File: src/ssf_pkg.sv
// Package for the serial status flag block: register map, field positions, reset values.
// Assumes an AHB-Lite slave with 32-bit data and word-aligned registers.
package ssf_pkg;

  // ====================================================================
  // Register byte addresses
  localparam logic [7:0] SSF_ADDR_STATUS  = 8'h00;
  localparam logic [7:0] SSF_ADDR_CONTROL = 8'h04;
  localparam logic [7:0] SSF_ADDR_TXDATA  = 8'h08;
  localparam logic [7:0] SSF_ADDR_RXDATA  = 8'h0c;
  localparam logic [7:0] SSF_ADDR_MASK    = 8'h10;
  localparam logic [7:0] SSF_ADDR_IRQSTAT = 8'h14;

  // ====================================================================
  // Status and control register fields
  localparam int SSF_BIT_TX_EMPTY = 7;
  localparam int SSF_BIT_RX_FULL  = 6;
  localparam int SSF_BIT_OVERRUN  = 5;
  localparam int SSF_BIT_FRAMING  = 4;
  localparam int SSF_BIT_TX_EN    = 5;

  // ====================================================================
  // Reset values
  localparam logic [3:0] SSF_FLAGS_RESET = 4'h8;
  localparam logic [3:0] SSF_MASK_RESET  = 4'h0;

  // ====================================================================
  // Bus encodings
  localparam logic [1:0] SSF_HTRANS_NONSEQ = 2'h2;
  localparam logic [1:0] SSF_HTRANS_SEQ    = 2'h3;
  localparam logic [2:0] SSF_HSIZE_WORD    = 3'h2;
  localparam logic [1:0] SSF_HRESP_OKAY    = 2'h0;

  // Order of the four flags inside the flag vector
  typedef enum logic [1:0]
  {
    SSF_F_FER  = 2'b00,
    SSF_F_OER  = 2'b01,
    SSF_F_RX_BUFFER_FULL_FLAG = 2'b10,
    SSF_F_TX_BUFFER_EMPTY_FLAG = 2'b11
  } ssf_flag_idx_type;

endpackage

File: src/ssf_flag.sv
// One status flag with hardware set, read-then-write-0 clear and auto clear.
// Assumes one clock domain; strobes are single-cycle pulses on ref_clk_i, except set_i, which may be held high as a level.
module ssf_flag
  import ssf_pkg::*;
#(
  parameter logic RESET_VAL = 1'b0
)
(
  // Clock and reset
  input  wire logic ref_clk_i,
  input  wire logic rst_i,
  // Events
  input  wire logic set_i,
  input  wire logic hw_clear_i,
  input  wire logic read_i,
  input  wire logic write_i,
  input  wire logic wdata_bit_i,
  // State
  output logic      flag_o
);

  logic flag_q;
  logic armed_q;
  logic sw_clear;

  // A zero write clears only after a read saw the flag as one
  assign sw_clear = write_i && !wdata_bit_i && armed_q;

  // ====================================================================
  // Flag
  always_ff @(posedge ref_clk_i or posedge rst_i)
  begin
    if (rst_i)
      flag_q <= RESET_VAL;
    else if (set_i)
      flag_q <= 1'b1;
    else if (sw_clear || hw_clear_i)
      flag_q <= 1'b0;
  end

  // ====================================================================
  // Read-as-one arm; a fresh set disarms so a reset flag needs a new read
  always_ff @(posedge ref_clk_i or posedge rst_i)
  begin
    if (rst_i)
      armed_q <= 1'b0;
    else if (set_i || write_i)
      armed_q <= 1'b0;
    else if (read_i)
      armed_q <= flag_q;
  end

  assign flag_o = flag_q;

endmodule // ssf_flag

File: src/ssf_serial_status.sv
// Serial status flags with AHB-Lite register access and a masked interrupt.
// Assumes the shift paths deliver single-cycle strobes on ref_clk_i.
//
// The address map and the AHB-Lite slave port are this design's own decisions.
module ssf_serial_status
  import ssf_pkg::*;
(
  // Clock and reset
  input  wire logic        ref_clk_i,
  input  wire logic        rst_i,
  // AHB-Lite slave
  input  wire logic        hsel_i,
  input  wire logic [31:0] haddr_i,
  input  wire logic [1:0]  htrans_i,
  input  wire logic        hwrite_i,
  input  wire logic [2:0]  hsize_i,
  input  wire logic [31:0] hwdata_i,
  input  wire logic        hready_i,
  output logic      [31:0] hrdata_o,
  output logic             hreadyout_o,
  output logic      [1:0]  hresp_o,
  // Shift path side
  input  wire logic        tx_load_i,
  input  wire logic        rx_done_i,
  input  wire logic        rx_overrun_i,
  input  wire logic        rx_framing_i,
  input  wire logic [7:0]  rx_data_i,
  output logic      [7:0]  tx_data_o,
  output logic             tx_data_wr_o,
  output logic             transmit_enable_o,
  // Interrupt
  output logic             irq_o
);

  // ====================================================================
  // Bus address phase capture
  logic       acc_q;
  logic       wr_q;
  logic [7:0] addr_q;
  logic       rd_phase;
  logic       wr_phase;
  logic       valid_xfer;

  assign valid_xfer = hsel_i && hready_i && (htrans_i == SSF_HTRANS_NONSEQ || htrans_i == SSF_HTRANS_SEQ);

  always_ff @(posedge ref_clk_i or posedge rst_i)
  begin
    if (rst_i)
    begin
      acc_q  <= 1'b0;
      wr_q   <= 1'b0;
      addr_q <= 8'h00;
    end
    else if (hready_i)
    begin
      acc_q  <= valid_xfer;
      wr_q   <= hwrite_i;
      addr_q <= haddr_i[7:0];
    end
  end

  // Every access completes in one data-phase cycle with no wait state
  assign hreadyout_o = 1'b1;
  assign hresp_o     = SSF_HRESP_OKAY;
  assign rd_phase    = acc_q && !wr_q;
  assign wr_phase    = acc_q && wr_q;

  // ====================================================================
  // Decoded strobes
  logic st_rd;
  logic st_wr;
  logic ctl_wr;
  logic txd_wr;
  logic rxd_rd;
  logic msk_wr;
  logic irq_rd;

  assign st_rd  = rd_phase && addr_q == SSF_ADDR_STATUS;
  assign st_wr  = wr_phase && addr_q == SSF_ADDR_STATUS;
  assign ctl_wr = wr_phase && addr_q == SSF_ADDR_CONTROL;
  assign txd_wr = wr_phase && addr_q == SSF_ADDR_TXDATA;
  assign rxd_rd = rd_phase && addr_q == SSF_ADDR_RXDATA;
  assign msk_wr = wr_phase && addr_q == SSF_ADDR_MASK;
  assign irq_rd = rd_phase && addr_q == SSF_ADDR_IRQSTAT;

  // ====================================================================
  // Control, data and mask registers
  logic       tx_en_q;
  logic [7:0] tx_data_q;
  logic       tx_data_wr_q;
  logic [7:0] rx_data_q;
  logic [3:0] mask_q;

  always_ff @(posedge ref_clk_i or posedge rst_i)
  begin
    if (rst_i)
      tx_en_q <= 1'b0;
    else if (ctl_wr)
      tx_en_q <= hwdata_i[SSF_BIT_TX_EN];
  end

  always_ff @(posedge ref_clk_i or posedge rst_i)
  begin
    if (rst_i)
    begin
      tx_data_q    <= 8'h00;
      tx_data_wr_q <= 1'b0;
    end
    else
    begin
      tx_data_wr_q <= txd_wr;
      if (txd_wr)
        tx_data_q <= hwdata_i[7:0];
    end
  end

  // Only a clean reception updates the holding register
  always_ff @(posedge ref_clk_i or posedge rst_i)
  begin
    if (rst_i)
      rx_data_q <= 8'h00;
    else if (rx_done_i && !rx_framing_i && !rx_overrun_i)
      rx_data_q <= rx_data_i;
  end

  always_ff @(posedge ref_clk_i or posedge rst_i)
  begin
    if (rst_i)
      mask_q <= SSF_MASK_RESET;
    else if (msk_wr)
      mask_q <= hwdata_i[SSF_BIT_TX_EMPTY:SSF_BIT_FRAMING];
  end

  // ====================================================================
  // Flags
  logic [3:0] set_ev;
  logic [3:0] hw_clr;
  logic [3:0] flags;
  logic [3:0] wbits;

  assign set_ev[SSF_F_TX_BUFFER_EMPTY_FLAG] = tx_load_i || !tx_en_q;
  assign set_ev[SSF_F_RX_BUFFER_FULL_FLAG] = rx_done_i && !rx_framing_i && !rx_overrun_i;
  assign set_ev[SSF_F_OER]  = rx_overrun_i;
  assign set_ev[SSF_F_FER]  = rx_framing_i;

  assign hw_clr[SSF_F_TX_BUFFER_EMPTY_FLAG] = txd_wr;
  assign hw_clr[SSF_F_RX_BUFFER_FULL_FLAG] = rxd_rd;
  assign hw_clr[SSF_F_OER]  = 1'b0;
  assign hw_clr[SSF_F_FER]  = 1'b0;

  // Writing 1 never sets: the flag cell only accepts a 0 as a clear
  assign wbits = hwdata_i[SSF_BIT_TX_EMPTY:SSF_BIT_FRAMING];

  genvar gi;
  generate
    for (gi = 0; gi < 4; gi++)
    begin : g_flag
      ssf_flag #(
        .RESET_VAL (SSF_FLAGS_RESET[gi])
      ) u_flag (
        .ref_clk_i   (ref_clk_i),
        .rst_i       (rst_i),
        .set_i       (set_ev[gi]),
        .hw_clear_i  (hw_clr[gi]),
        .read_i      (st_rd),
        .write_i     (st_wr),
        .wdata_bit_i (wbits[gi]),
        .flag_o      (flags[gi])
      );
    end
  endgenerate

  // ====================================================================
  // Interrupt status: sticky on flag rising, cleared by read, set wins
  logic [3:0] flags_prev_q;
  logic [3:0] irq_stat_q;
  logic [3:0] rise;

  assign rise = flags & ~flags_prev_q;

  always_ff @(posedge ref_clk_i or posedge rst_i)
  begin
    if (rst_i)
      flags_prev_q <= SSF_FLAGS_RESET;
    else
      flags_prev_q <= flags;
  end

  always_ff @(posedge ref_clk_i or posedge rst_i)
  begin
    if (rst_i)
      irq_stat_q <= 4'h0;
    else if (irq_rd)
      irq_stat_q <= rise;
    else
      irq_stat_q <= irq_stat_q | rise;
  end

  assign irq_o = |(irq_stat_q & mask_q);

  // ====================================================================
  // Read data: registered so it stands for the data phase
  logic [31:0] rdata_d;
  logic [31:0] rdata_q;

  always_comb
  begin
    rdata_d = 32'h0000_0000;
    unique case (haddr_i[7:0])
      SSF_ADDR_STATUS:  rdata_d[SSF_BIT_TX_EMPTY:SSF_BIT_FRAMING] = flags;
      SSF_ADDR_CONTROL: rdata_d[SSF_BIT_TX_EN] = tx_en_q;
      SSF_ADDR_TXDATA:  rdata_d[7:0] = tx_data_q;
      SSF_ADDR_RXDATA:  rdata_d[7:0] = rx_data_q;
      SSF_ADDR_MASK:    rdata_d[SSF_BIT_TX_EMPTY:SSF_BIT_FRAMING] = mask_q;
      SSF_ADDR_IRQSTAT: rdata_d[SSF_BIT_TX_EMPTY:SSF_BIT_FRAMING] = irq_stat_q;
      default:          rdata_d = 32'h0000_0000;
    endcase
  end

  // Status is sampled at the address phase; a flag change in between shows next read
  always_ff @(posedge ref_clk_i or posedge rst_i)
  begin
    if (rst_i)
      rdata_q <= 32'h0000_0000;
    else if (valid_xfer && !hwrite_i)
      rdata_q <= rdata_d;
  end

  assign hrdata_o          = rdata_q;
  assign tx_data_o         = tx_data_q;
  assign tx_data_wr_o      = tx_data_wr_q;
  assign transmit_enable_o = tx_en_q;

endmodule // ssf_serial_status

File: config.mk
export PLATFORM = sky130hd
export DESIGN_NAME = ssf_serial_status
export DESIGN_NICKNAME = d
export VERILOG_FILES = /design/src/ssf_pkg.sv /design/src/ssf_flag.sv /design/src/ssf_serial_status.sv
export SDC_FILE = /design/constraint.sdc
export NUM_CORES = 1
export LEC_CHECK = 0
export BUFFER_PORTS_ARGS = -buffer_cell sky130_fd_sc_hd__buf_2
export CORE_MARGIN = 3
export CORE_UTILIZATION = 42
export DETAILED_ROUTE_END_ITERATION = 12
export GPL_TIMING_DRIVEN = 0
export PLACE_DENSITY = 0.74
export SYNTH_ARGS = -nofsm -noshare
export SYNTH_HDL_FRONTEND = slang
export SYNTH_SLANG_ARGS = --single-unit
File: constraint.sdc
create_clock -name ref_clk_i -period 3.3 [get_ports ref_clk_i]
set_input_delay 0.66 -clock ref_clk_i [delete_from_list [all_inputs] [get_ports ref_clk_i]]
set_output_delay 0.66 -clock ref_clk_i [all_outputs]
set_load 0.1 [all_outputs]
== Word level (Yosys, flattened, before mapping) ==
Index checks and enable logic that the tools add are counted.

* Bits in writable memories: 0
* Input bits: 86
* Memory bits (read-only): 0
* Register bits after elaboration: 56
* Output and inout bits: 46
* Memories kept: 0
* Word-level logic and storage cells: 106
* Bits in latches: 0

* Shift-type cells: 0
* Reduce and logical (&&, ||, !) cells: 50
* Magnitude comparators: 0
* Multipliers: 0
* Equal/unequal tests: 12
* Add/subtract/negate cells: 0
* Multiplexer cells: 21
* Bitwise operators: 4
* Div/mod/pow operators: 0

{| class="wikitable"
|+ Operators by type and width
! cell !! number
|-
| equality test 8 x 4 -> 1 bit, second input constant || 4
|-
| equality test 8 x 5 -> 1 bit, second input constant || 4
|-
| logical AND 1 bit || 22
|-
| equality test 8 x 3 -> 1 bit, second input constant || 2
|-
| logical NOT 8 bit || 2
|-
| 2-to-1 mux 1 bit || 16
|-
| nonzero test 2 bit || 8
|-
| case mux 2 bit (5 select lines) || 1
|-
| logical NOT 1 bit || 9
|-
| bitwise AND 4 bit || 2
|-
| logical OR 1 bit || 8
|-
| case mux 4 bit (2 select lines) || 1
|-
| case mux 1 bit (6 select lines) || 1
|-
| case mux 1 bit (5 select lines) || 1
|-
| equality test 2 bit, second input constant || 2
|-
| 2-to-1 mux 4 bit || 1
|-
| NOT 4 bit || 1
|-
| OR 4 bit || 1
|-
| OR reduction 4 bit || 1
|}

== Logic depth before layout (Yosys ltp) ==
Gate-level depths: netlist of the first run.

* Depth after elaboration: 7
* Depth in mapped cells: 5

== Hierarchy ==
A second synthesis of the first run with hierarchy kept.

* Cell total of the unflattened synthesis: 231
* Area total of the unflattened synthesis: 2711.4 sq um

{| class="wikitable"
|+ By module, submodules not included
! module !! times used !! cells an instance !! area each (sq um)
|-
| ssf_serial_status || 1 || 199 || 2354.8
|-
| ssf_flag (g_flag[0].u_flag ...) || 3 || 8 || 88.8
|-
| ssf_flag (g_flag[3].u_flag) || 1 || 8 || 90.1
|}

== Worst setup path after synthesis of the first run ==
No wires, ideal clock.

* Path kind: in2reg
* Start point: input port haddr_i[6]
* End point: register rdata_q[6] (netlist: hrdata_o[6])
* Slack: 1.295 ns
* Stages on the path: 4
* Library setup time: 0.087 ns
* Buffers on the path: 0
* Required time: 3.213 ns
* Arrival time: 1.918 ns
* Cell sequence: or4_4 > nor3_4 > or3b_1 > o211ai_1

* Word-level cells in the longest chain between the ends: 2
* Elaborated cells on any way between the ends: 6

{| class="wikitable"
|+ RTL lines
! what !! line !! text
|-
| start, declared || ssf_serial_status.sv:13 || <nowiki>input wire logic [31:0] haddr_i,</nowiki>
|-
| equality test 8 x 5 -> 1 bit, or another cell as far along || ssf_serial_status.sv:209 || <nowiki>unique case (haddr_i[7:0])</nowiki>
|-
| case mux 2 bit (5 select lines) (*) || ssf_serial_status.sv:209 ||
|-
| end signal, assigned || ssf_serial_status.sv:226 || <nowiki>rdata_q <= rdata_d;</nowiki>
|-
| end, declared || ssf_serial_status.sv:204 || <nowiki>logic [31:0] rdata_q;</nowiki>
|}

Mark *: on every way between the ends. The rest lies on a longest branch, timed or not.
A chain may end at the register's enable or synchronous reset.

== Worst setup path after layout of the first run ==
* Start point: register addr_q[6]
* End point: register tx_data_q[5] (netlist: tx_data_o[5])

* Word-level cells in the longest chain between the ends: 2

{| class="wikitable"
|+ RTL lines
! what !! line !! text
|-
| start, declared || ssf_serial_status.sv:39 || <nowiki>logic [7:0] addr_q;</nowiki>
|-
| start signal, assigned || ssf_serial_status.sv:58 || <nowiki>addr_q <= haddr_i[7:0];</nowiki>
|-
| equality test 8 x 4 -> 1 bit || ssf_serial_status.sv:81 || <nowiki>assign txd_wr = wr_phase && addr_q == SSF_ADDR_TXDATA;</nowiki>
|-
| logical AND 1 bit || ssf_serial_status.sv:81 ||
|-
| end signal, assigned || ssf_serial_status.sv:113 || <nowiki>tx_data_q <= hwdata_i[7:0];</nowiki>
|-
| end, declared || ssf_serial_status.sv:89 || <nowiki>logic [7:0] tx_data_q;</nowiki>
|}

Every way passes these cells.

==> flow_metrics.env, run 1 <==
export IMPL_diodes=0
export IMPL_fin_crit_ns=2.04
export IMPL_layout_commonest_cell="dfrtp_1"
export IMPL_die_area_mm2=0.00744
export IMPL_hold_buffers=0
export IMPL_ctsRootBufferMaster="clkbuf_8"
export IMPL_status="completed"
export IMPL_fp_row_count=28
export IMPL_synth_edf_count=0
export IMPL_synth_cell_types=40
export IMPL_p_leak_nw=1.64
export IMPL_setup_tns_ns=0
export IMPL_synth_seq_cells=56
export IMPL_cp_max_fo=9
export IMPL_yosys_area_share_simple=0.133
export IMPL_finalCritPeriodShare=0.619
export IMPL_fin_util=0.538
export IMPL_fp_coreArea_mm2=0.00610
export IMPL_cts_buffers_inserted=5
export IMPL_startpoint_type="register"
export IMPL_antenna_found_initial=0
export IMPL_die_x_um=86.3
export IMPL_worstSetupStartpoint="addr_q[6]$_DFFE_PP0P_"
export IMPL_finalHoldViolations=0
export IMPL_worstSkewPairLatency_ns=0.31
export IMPL_max_vdd_ir_drop_mv=0.274
export IMPL_routed_wl_um=5720
export IMPL_r2r_start="addr_q[6]$_DFFE_PP0P_"
export IMPL_cts_max_level=2
export IMPL_setup_violations=0
export IMPL_layout_common_cells="dfrtp_1, buf_2, mux2_2, buf_4, conb_1"
export IMPL_drt_first_iter_violations=97
export IMPL_synth_main_ff_cell="dfrtp_1"
export IMPL_final_cell_count_no_fill=395
export IMPL_synth_warning_count=0
export IMPL_p_per_area_mw_per_mm2=482
export IMPL_synthesis_area_mm2=0.00271
export IMPL_die_h_um=86.3
export IMPL_clock_path_buffers=2
export IMPL_fmax_mhz=490
export IMPL_wl_per_cell_um=14.5
export IMPL_syn_instance_count=235
export IMPL_slew_viol_final=0
export IMPL_drt_pass1_iter_count=4
export IMPL_dp_hpwl_um=4280
export IMPL_synth_compound_area_frac=0.0865
export IMPL_grt_pass1_vias=1883
export IMPL_dpl_instance_area_mm2=0.00317
export IMPL_cts_repair_resized=0
export IMPL_r2r_slack_ns=1.26
export IMPL_io_buffers=51
export IMPL_multiInputGateArea_mm2=0.00111
export IMPL_drive_above_1_share=0.394
export IMPL_max_slew_margin=0.548
export IMPL_arrival_ns=2.25
export IMPL_track_usage=0.163
export IMPL_seq_area_mm2=0.00140
export IMPL_clk_pin_slew_ns=0.10
export IMPL_maxCapViolCount=0
export IMPL_worstRegToRegCells=5
export IMPL_syn_to_final_growth_pct=21.2
export IMPL_drc=0
export IMPL_synth_top_family_by_area="multiplexers"
export IMPL_overflow=0
export IMPL_final_fill_count=558
export IMPL_place_congestion=0.824
export IMPL_synthArstFlopShare=1.00
export IMPL_ys_seq_area_frac=0.519
export IMPL_cts_setup_buffers=0
export IMPL_synth_adder_area_share=0
export IMPL_final_area_mm2=0.00328
export IMPL_timing_rr_end="tx_data_o[5]$_DFFE_PP0P_"
export IMPL_rsz0062_at_grt="no"
export IMPL_start_util=0.444
export IMPL_grt_pass1_wl_um=9360
export IMPL_vias=1916
export IMPL_synth_xor_area_share=0
export IMPL_endpoint="tx_data_o[5]$_DFFE_PP0P_"
export IMPL_ios=132
export IMPL_routed_via_density=4.85
export IMPL_finClkSkew_ns=0.00431
export IMPL_cts_tree="done"
export IMPL_grt_max_degree=45
export IMPL_ant_nets=0
export IMPL_clkSinkCount=56
export IMPL_end_kind="register"
export IMPL_synthMuxAreaShare=0.153
export IMPL_nets=405
export IMPL_syn_avg_cell_area_um2=11.5
export IMPL_dp_worst_setup_slack_ns=0.980
export IMPL_setup_ws_ns=1.26
export IMPL_numPlacedInstances=387
export IMPL_crit_required_ns=3.51
export IMPL_tightest_slew_ns=0.678
export IMPL_holdCritPathClass="in -> async"
export IMPL_crit_type="reg -> reg"
## registers in the layout (all words and copies together), names as in the netlist
register,flops
flags_prev_q,4
hrdata_o,8
addr_q,8
g_flag.u_flag.armed_q,4
transmit_enable_o,1
mask_q,4
tx_data_o,8
rx_data_q,8
g_flag.u_flag.flag_o,4
acc_q,1
wr_q,1
irq_stat_q,4
tx_data_wr_o,1
## cells in the mapped netlist (all sizes together), types with 3 or more instances
cell,n,area (um2)
o21ai,11,55.1
or3b,4,35.0
nor2,5,18.8
o32ai,3,26.3
mux2,28,315
dfrtp,54,1350
a22o,4,35.0
mux2i,10,100
a21oi,4,20.0
clkbuf,4,15.0
inv,14,52.6
buf,29,219
nor3b,4,30.0
nand4b,4,50.1
o211ai,3,22.5
nand2b,4,25.0
a21o,3,22.5
nand2,23,86.3
nor4b,3,32.5
## stage by stage
stage	power (mW)	hold WS, ns
2_1_floorplan	1.08	0.371
3_3_place_gp	1.13	0.384
3_5_place_dp	1.14	0.386
4_1_cts	1.59	0.285
5_1_grt	1.65	0.288
6_report	1.58	0.284
## power breakdown
part | internal, mW | total (mW) | switching, mW
Clock | 0.225 | 0.450 | 0.225
Sequential | 0.729 | 0.762 | 0.0329
Combinational | 0.0985 | 0.368 | 0.270
## cell families (layout without fill, tap and decap cells)
| kind of cell | count (synthesis) | count (layout) |
|---|---|---|
| buf+inv | 47 | 107 |
| compound gates | 35 | 35 |
| simple gates | 57 | 57 |
| other cells | 2 | 27 |
| flops | 56 | 56 |
| mux | 38 | 38 |
## worst min path at each step
stage                                             start  slack (ns)                   endpoint  cells after the start
floorplan           g_flag[3].u_flag.flag_o$_DFFE_PP1P_        0.37  flags_prev_q[3]$_DFF_PP1_                      0
global placement    g_flag[3].u_flag.flag_o$_DFFE_PP1P_        0.38  flags_prev_q[3]$_DFF_PP1_                      0
detailed placement  g_flag[3].u_flag.flag_o$_DFFE_PP1P_        0.39  flags_prev_q[3]$_DFF_PP1_                      0
CTS                                               rst_i        0.29    hrdata_o[7]$_DFFE_PP0P_                      2
global route                                      rst_i        0.29    hrdata_o[7]$_DFFE_PP0P_                      2
finish                                            rst_i        0.28    hrdata_o[7]$_DFFE_PP0P_                      2
## worst max-delay path: stages, from the launching register on
cell	delay [ns]
dfrtp_1	0.42
nor4b_1	0.50
and2_0	0.19
buf_2	0.16
nand2_1	0.29
mux2_2	0.38
## routing by layer
layer  track usage  up-vias  share of wire
met5             0        -              0
met3        0.0352        6          0.074
met4        0.0538        0          0.010
li1              -      936              -
met1         0.222      904           0.46
met2         0.260       70           0.46
## area by class of cell
type	instances	area share
plain buffers	33	0.0713
multi-input cells	157	0.338
clock inverters	3	0.0130
repair buffers	52	0.0839
flip-flops and latches	56	0.428
well taps	75	0.0286
clock buffers	5	0.0210
inverters	14	0.0160
(Power assumes the default switching activity.)
==> run 2, diff against run 1 <==
--- a/config.mk
+++ b/config.mk
@@ -10,7 +10,7 @@
 export CORE_UTILIZATION = 42
 export DETAILED_ROUTE_END_ITERATION = 12
 export GPL_TIMING_DRIVEN = 0
-export PLACE_DENSITY = 0.74
+export PLACE_DENSITY = 0.77
 export SYNTH_ARGS = -nofsm -noshare
 export SYNTH_HDL_FRONTEND = slang
 export SYNTH_SLANG_ARGS = --single-unit
==> constraint.sdc (replaced) <==
create_clock -name ref_clk_i -period 1.65 [get_ports ref_clk_i]
set_input_delay 0.33 -clock ref_clk_i [delete_from_list [all_inputs] [get_ports ref_clk_i]]
set_output_delay 0.33 -clock ref_clk_i [all_outputs]
set_load 0.1 [all_outputs]
==> flow_metrics.env, run 2 (synthesis gave the netlist of run 1 again) <==
export IMPL_crit_type="reg -> reg"
export IMPL_overflow=0
export IMPL_status="complete, but fails checks"
export IMPL_nets=413
export IMPL_start_util=0.444
export IMPL_layout_commonest_cell="buf_2"
export IMPL_violations="setup timing"
export IMPL_cts_tree="done"
export IMPL_drive_above_1_share=0.460
export IMPL_clock_path_buffers=2
export IMPL_cp_num_buf_inv=1
export IMPL_grt_pass1_vias=1944
export IMPL_io_buffers=51
export IMPL_die_h_um=86.3
export IMPL_place_congestion=0.793
export IMPL_drt_pass1_iter_count=4
export IMPL_end_kind="register"
export IMPL_finClkSkew_ns=0.00558
export IMPL_seqPwrFrac=0.472
export IMPL_dp_hpwl_um=4260
export IMPL_fmax_mhz=605
export IMPL_combPwrFrac=0.232
export IMPL_routed_via_density=4.92
export IMPL_drt_first_iter_violations=93
export IMPL_vias=1982
export IMPL_fp_coreArea_mm2=0.00610
export IMPL_ios=132
export IMPL_crit_required_ns=1.89
export IMPL_cp_top_family="simple AND/OR/NAND/NOR gates"
export IMPL_worstSkewPairLatency_ns=0.31
export IMPL_fin_crit_ns=1.65
export IMPL_cts_max_level=2
export IMPL_critPathMaxStageDelay_ns=0.46
export IMPL_ant_nets=0
export IMPL_finalHoldViolations=0
export IMPL_track_usage=0.168
export IMPL_holdWs_ns=0.214
export IMPL_routed_wl_um=6030
export IMPL_max_slew_margin=0.226
export IMPL_ctsRootBufferMaster="clkbuf_8"
export IMPL_syn_to_final_growth_pct=28.0
export IMPL_rsz0062_at_grt="yes"
export IMPL_swShare=0.324
export IMPL_numPlacedInstances=386
export IMPL_arrival_ns=1.89
export IMPL_setup_ws_ns=-0.00360
export IMPL_net_switching_power_mw=1.06
export IMPL_cp_max_fo=5
export IMPL_grt_pass1_wl_um=9680
export IMPL_die_x_um=86.3
export IMPL_slew_viol_final=0
export IMPL_grt_max_degree=57
export IMPL_layout_common_cells="buf_2, dfrtp_1, buf_4, conb_1, mux2_2"
export IMPL_cts_buffers_inserted=5
export IMPL_cp_slowest_cell="dfrtp_2"
export IMPL_startpoint_type="register"
export IMPL_fp_row_count=28
export IMPL_clkSinkCount=56
export IMPL_tightest_slew_ns=1.16
export IMPL_p_leak_nw=1.73
export IMPL_p_int_mw=2.20
export IMPL_die_area_mm2=0.00744
export IMPL_antenna_found_initial=0
export IMPL_power_frac_clock=0.296
export IMPL_p_per_area_mw_per_mm2=940
export IMPL_diodes=0
export IMPL_finalCritPeriodShare=1.00
export IMPL_holdCritPathClass="in -> reg"
export IMPL_wl_per_cell_um=15.0
export IMPL_setup_violations=2
export IMPL_final_cell_count_no_fill=403
export IMPL_drc=0
export IMPL_clk_pin_slew_ns=0.09
export IMPL_maxCapViolCount=0
export IMPL_path_cells="nor4b_4 > nand4b_1 > buf_4 > or3b_4 > a21oi_2"
export IMPL_max_vdd_ir_drop_mv=0.544
==> run 2: timing repair <==
item                       CTS  global route
pin swaps                    5            10
resized for setup           11            21
hold buffers                 0             0
setup endpoints to repair   22            24
gates cloned                 0             1
buffers inserted             9             2
==> run 2: path summary, 6_finish.rpt <==
| kind | start | endpoint | slack, ns | cells past startpoint |
|---|---|---|---|---|
| setup / recovery | addr_q[1]$_DFFE_PP0P_ | g_flag[0].u_flag.armed_q$_DFFE_PP0P_ | -0.004 | 5 |
| hold / removal | rx_overrun_i | g_flag[1].u_flag.armed_q$_DFFE_PP0P_ | 0.21 | 2 |
| setup reg to reg | addr_q[1]$_DFFE_PP0P_ | g_flag[0].u_flag.armed_q$_DFFE_PP0P_ | -0.004 | 5 |
| hold reg to reg | g_flag[3].u_flag.flag_o$_DFFE_PP1P_ | flags_prev_q[3]$_DFF_PP1_ | 0.40 | 0 |
| max in group asynchronous | rst_i | tx_data_o[5]$_DFFE_PP0P_ | 0.67 | 2 |
| min in group asynchronous | rst_i | rx_data_q[6]$_DFFE_PP0P_ | 0.28 | 2 |
==> run 2: worst register-to-register path, delay by kind of cell (launching register included) <==
family          cells  cell delay (ns)
compound gates      1             0.14
flops               1             0.46
buf+inv             1             0.17
simple gates        3             0.82
==> run 2: layer usage <==
metal	part of all wire	wire length (um)	global-route usage
met5	0	0	0
met3	0.085	510	0.0409
met4	0.0045	27	0.0340
met1	0.43	2600	0.235
met2	0.48	2890	0.268
==> run 2: layout make-up <==
class	count	area [um2]
buffer	33	245
clock buffer	7	96.3
clock inverter	1	30.0
fill	536	2630
inverter	14	56.3
multi-input combinational	158	1210
sequential	56	1410
tap	75	93.8
timing repair buffer	59	322
==> run 2: stage by stage <==
step | power [mW] | worst slack (ns) | TNS (ns) | utilization | area [um2]
final | 3.26 | -0.00360 | -0.00476 | 0.568 | 3460
after global routing | 3.39 | -0.104 | -0.271 | 0.568 | 3460
after CTS | 3.27 | -0.0585 | -0.193 | 0.556 | 3390
after detailed placement | 2.29 | -0.344 | -6.45 | 0.518 | 3160
after global placement | 2.27 | -0.320 | -5.62 | 0.518 | 3160
after floorplan | 2.15 | -0.0250 | -0.0601 | - | 2810
==> run 2: power groups by stage <==
stage          Combinational [mW]  Sequential [mW]  Clock [mW]
2_1_floorplan               0.513             1.64           0
3_3_place_gp                0.722             1.55           0
3_5_place_dp                0.734             1.55           0
4_1_cts                     0.745             1.53       0.989
5_1_grt                     0.800             1.55        1.04
6_report                    0.756             1.54       0.964
==> run 3, diff against run 2 <==
--- a/config.mk
+++ b/config.mk
@@ -10,7 +10,7 @@
 export CORE_UTILIZATION = 42
 export DETAILED_ROUTE_END_ITERATION = 12
 export GPL_TIMING_DRIVEN = 0
-export PLACE_DENSITY = 0.77
+export PLACE_DENSITY = 0.74
 export SYNTH_ARGS = -nofsm -noshare
 export SYNTH_HDL_FRONTEND = slang
 export SYNTH_SLANG_ARGS = --single-unit
==> constraint.sdc (replaced) <==
create_clock -name ref_clk_i -period 1.85 [get_ports ref_clk_i]
set_input_delay 0.37 -clock ref_clk_i [delete_from_list [all_inputs] [get_ports ref_clk_i]]
set_output_delay 0.37 -clock ref_clk_i [all_outputs]
set_load 0.1 [all_outputs]
==> flow_metrics.env, run 3 (synthesis gave the netlist of run 1 again) <==
export IMPL_status="completed"
export IMPL_routed_wl_um=5820
export IMPL_r2r_start="wr_q$_DFFE_PP0P_"
export IMPL_die_x_um=86.3
export IMPL_grt_pass1_vias=1908
export IMPL_ctsRootBufferMaster="clkbuf_8"
export IMPL_hold_end="g_flag[1].u_flag.armed_q$_DFFE_PP0P_"
export IMPL_layout_common_cells="dfrtp_1, buf_2, buf_4, mux2_2, conb_1"
export IMPL_antenna_found_initial=0
export IMPL_place_congestion=0.824
export IMPL_crit_required_ns=2.05
export IMPL_worstSkewPairLatency_ns=0.31
export IMPL_crit_type="reg -> reg"
export IMPL_end_kind="register"
export IMPL_drt_pass1_iter_count=4
export IMPL_maxCapViolCount=0
export IMPL_wl_per_cell_um=14.6
export IMPL_fp_row_count=28
export IMPL_drc=0
export IMPL_dp_hpwl_um=4280
export IMPL_ant_nets=0
export IMPL_numPlacedInstances=387
export IMPL_worstRegToRegCells=5
export IMPL_finalHoldViolations=0
export IMPL_clkSinkCount=56
export IMPL_fp_coreArea_mm2=0.00610
export IMPL_die_area_mm2=0.00744
export IMPL_syn_to_final_growth_pct=23.1
export IMPL_vias=1932
export IMPL_holdWs_ns=0.241
export IMPL_arrival_ns=1.97
export IMPL_clk_pin_slew_ns=0.10
export IMPL_p_leak_nw=1.66
export IMPL_start_util=0.444
export IMPL_ios=132
export IMPL_tightest_slew_ns=0.690
export IMPL_max_slew_margin=0.540
export IMPL_drive_above_1_share=0.409
export IMPL_finClkSkew_ns=0.00372
export IMPL_p_per_area_mw_per_mm2=849
export IMPL_hold_start="rx_overrun_i"
export IMPL_hold_depth=2
export IMPL_cts_max_level=2
export IMPL_final_area_mm2=0.00333
export IMPL_die_h_um=86.3
export IMPL_r2r_slack_ns=0.08
export IMPL_cts_tree="done"
export IMPL_io_buffers=51
export IMPL_startpoint_type="register"
export IMPL_overflow=0
export IMPL_clock_path_buffers=2
export IMPL_max_vdd_ir_drop_mv=0.488
export IMPL_cp_max_fo=9
export IMPL_cts_buffers_inserted=5
export IMPL_routed_via_density=4.85
export IMPL_setup_violations=0
export IMPL_drt_first_iter_violations=88
export IMPL_grt_max_degree=45
export IMPL_total_power_mw=2.83
export IMPL_slew_viol_final=0
export IMPL_finalCritPeriodShare=0.955
export IMPL_dpl_instance_area_mm2=0.00317
export IMPL_diodes=0
export IMPL_layout_commonest_cell="dfrtp_1"
export IMPL_holdCritPathClass="in -> reg"
export IMPL_nets=408
export IMPL_final_cell_count_no_fill=398
export IMPL_fmax_mhz=566
export IMPL_track_usage=0.165
export IMPL_timing_rr_end="tx_data_o[5]$_DFFE_PP0P_"
export IMPL_grt_pass1_wl_um=9470
export IMPL_fin_crit_ns=1.77
-- run 3: changes by cell type in the layout (fill, tap and decap cells not counted), sizes merged --
| cell | delta |
|---|---|
| buf | -5 |
| inv | +1 |
| nand2 | -1 |
| clkbuf | -2 |
| clkinv | +1 |
| dlygate4sd3 | +1 |
-- run 3: worst max-delay path by stage --
| stage | from | slack [ns] | to | depth (start not counted) |
|---|---|---|---|---|
| final | wr_q$_DFFE_PP0P_ | 0.08 | tx_data_o[5]$_DFFE_PP0P_ | 5 |
| after detailed placement | rx_framing_i | -0.18 | rx_data_q[1]$_DFFE_PP0P_ | 4 |
| after floorplan | rst_i | 0.11 | acc_q$_DFFE_PP0P_ | 1 |
| after global placement | rst_i | -0.55 | tx_data_o[2]$_DFFE_PP0P_ | 2 |
| after global routing | wr_q$_DFFE_PP0P_ | -0.05 | tx_data_o[2]$_DFFE_PP0P_ | 5 |
| after CTS | wr_q$_DFFE_PP0P_ | 0.05 | tx_data_o[5]$_DFFE_PP0P_ | 5 |
-- run 3: per-layer routing --
layer / track usage / up-vias / routed length (um)
met1: 0.223 / 922 / 2640
met2: 0.266 / 66 / 2730
met4: 0.0538 / 0 / 57
met3: 0.0352 / 6 / 389
li1: - / 938 / -
met5: 0 / - / 0
-- run 3: what timing repair did --
| item | 4_1_cts | 5_1_grt |
|---|---|---|
| pin swaps | 1 | 0 |
| hold buffers | 1 | 0 |
| hold endpoints to repair | 6 | 0 |
| buffers inserted | 2 | 0 |
| endpoints found under the setup margin | 10 | 14 |
| resized for setup | 2 | 3 |
-- run 3: cell type report --
| type | count | area, um2 |
|---|---|---|
| multi-input combinational | 157 | 1140 |
| inverter | 14 | 52.6 |
| clock buffer | 5 | 68.8 |
| fill | 555 | 2760 |
| sequential | 56 | 1400 |
| timing repair buffer | 55 | 300 |
| buffer | 33 | 234 |
| clock inverter | 3 | 42.5 |
| tap | 75 | 93.8 |
-- run 3: stage by stage --
stage	setup slack [ns]	setup TNS, ns	util
floorplan	0.112	0	-
global placement	-0.551	-31.28	0.517
detailed placement	-0.180	-2.16	0.520
CTS	0.0475	0	0.544
global route	-0.0492	-0.359	0.547
finish	0.0836	0	0.547
-- run 3: worst max-delay path: stages (launching register included) --
cell and delay (ns):
dfrtp_1 0.50, nor4b_2 0.31, and2_0 0.17, buf_2 0.16
nand2_2 0.18, mux2_2 0.32
-- run 3: power breakdown --
part           leakage [nW]  internal [mW]  switching [mW]
registers             0.658           1.30          0.0656
logic                 0.945          0.180           0.483
clock network        0.0541          0.401           0.397
total                  1.66           1.88           0.946
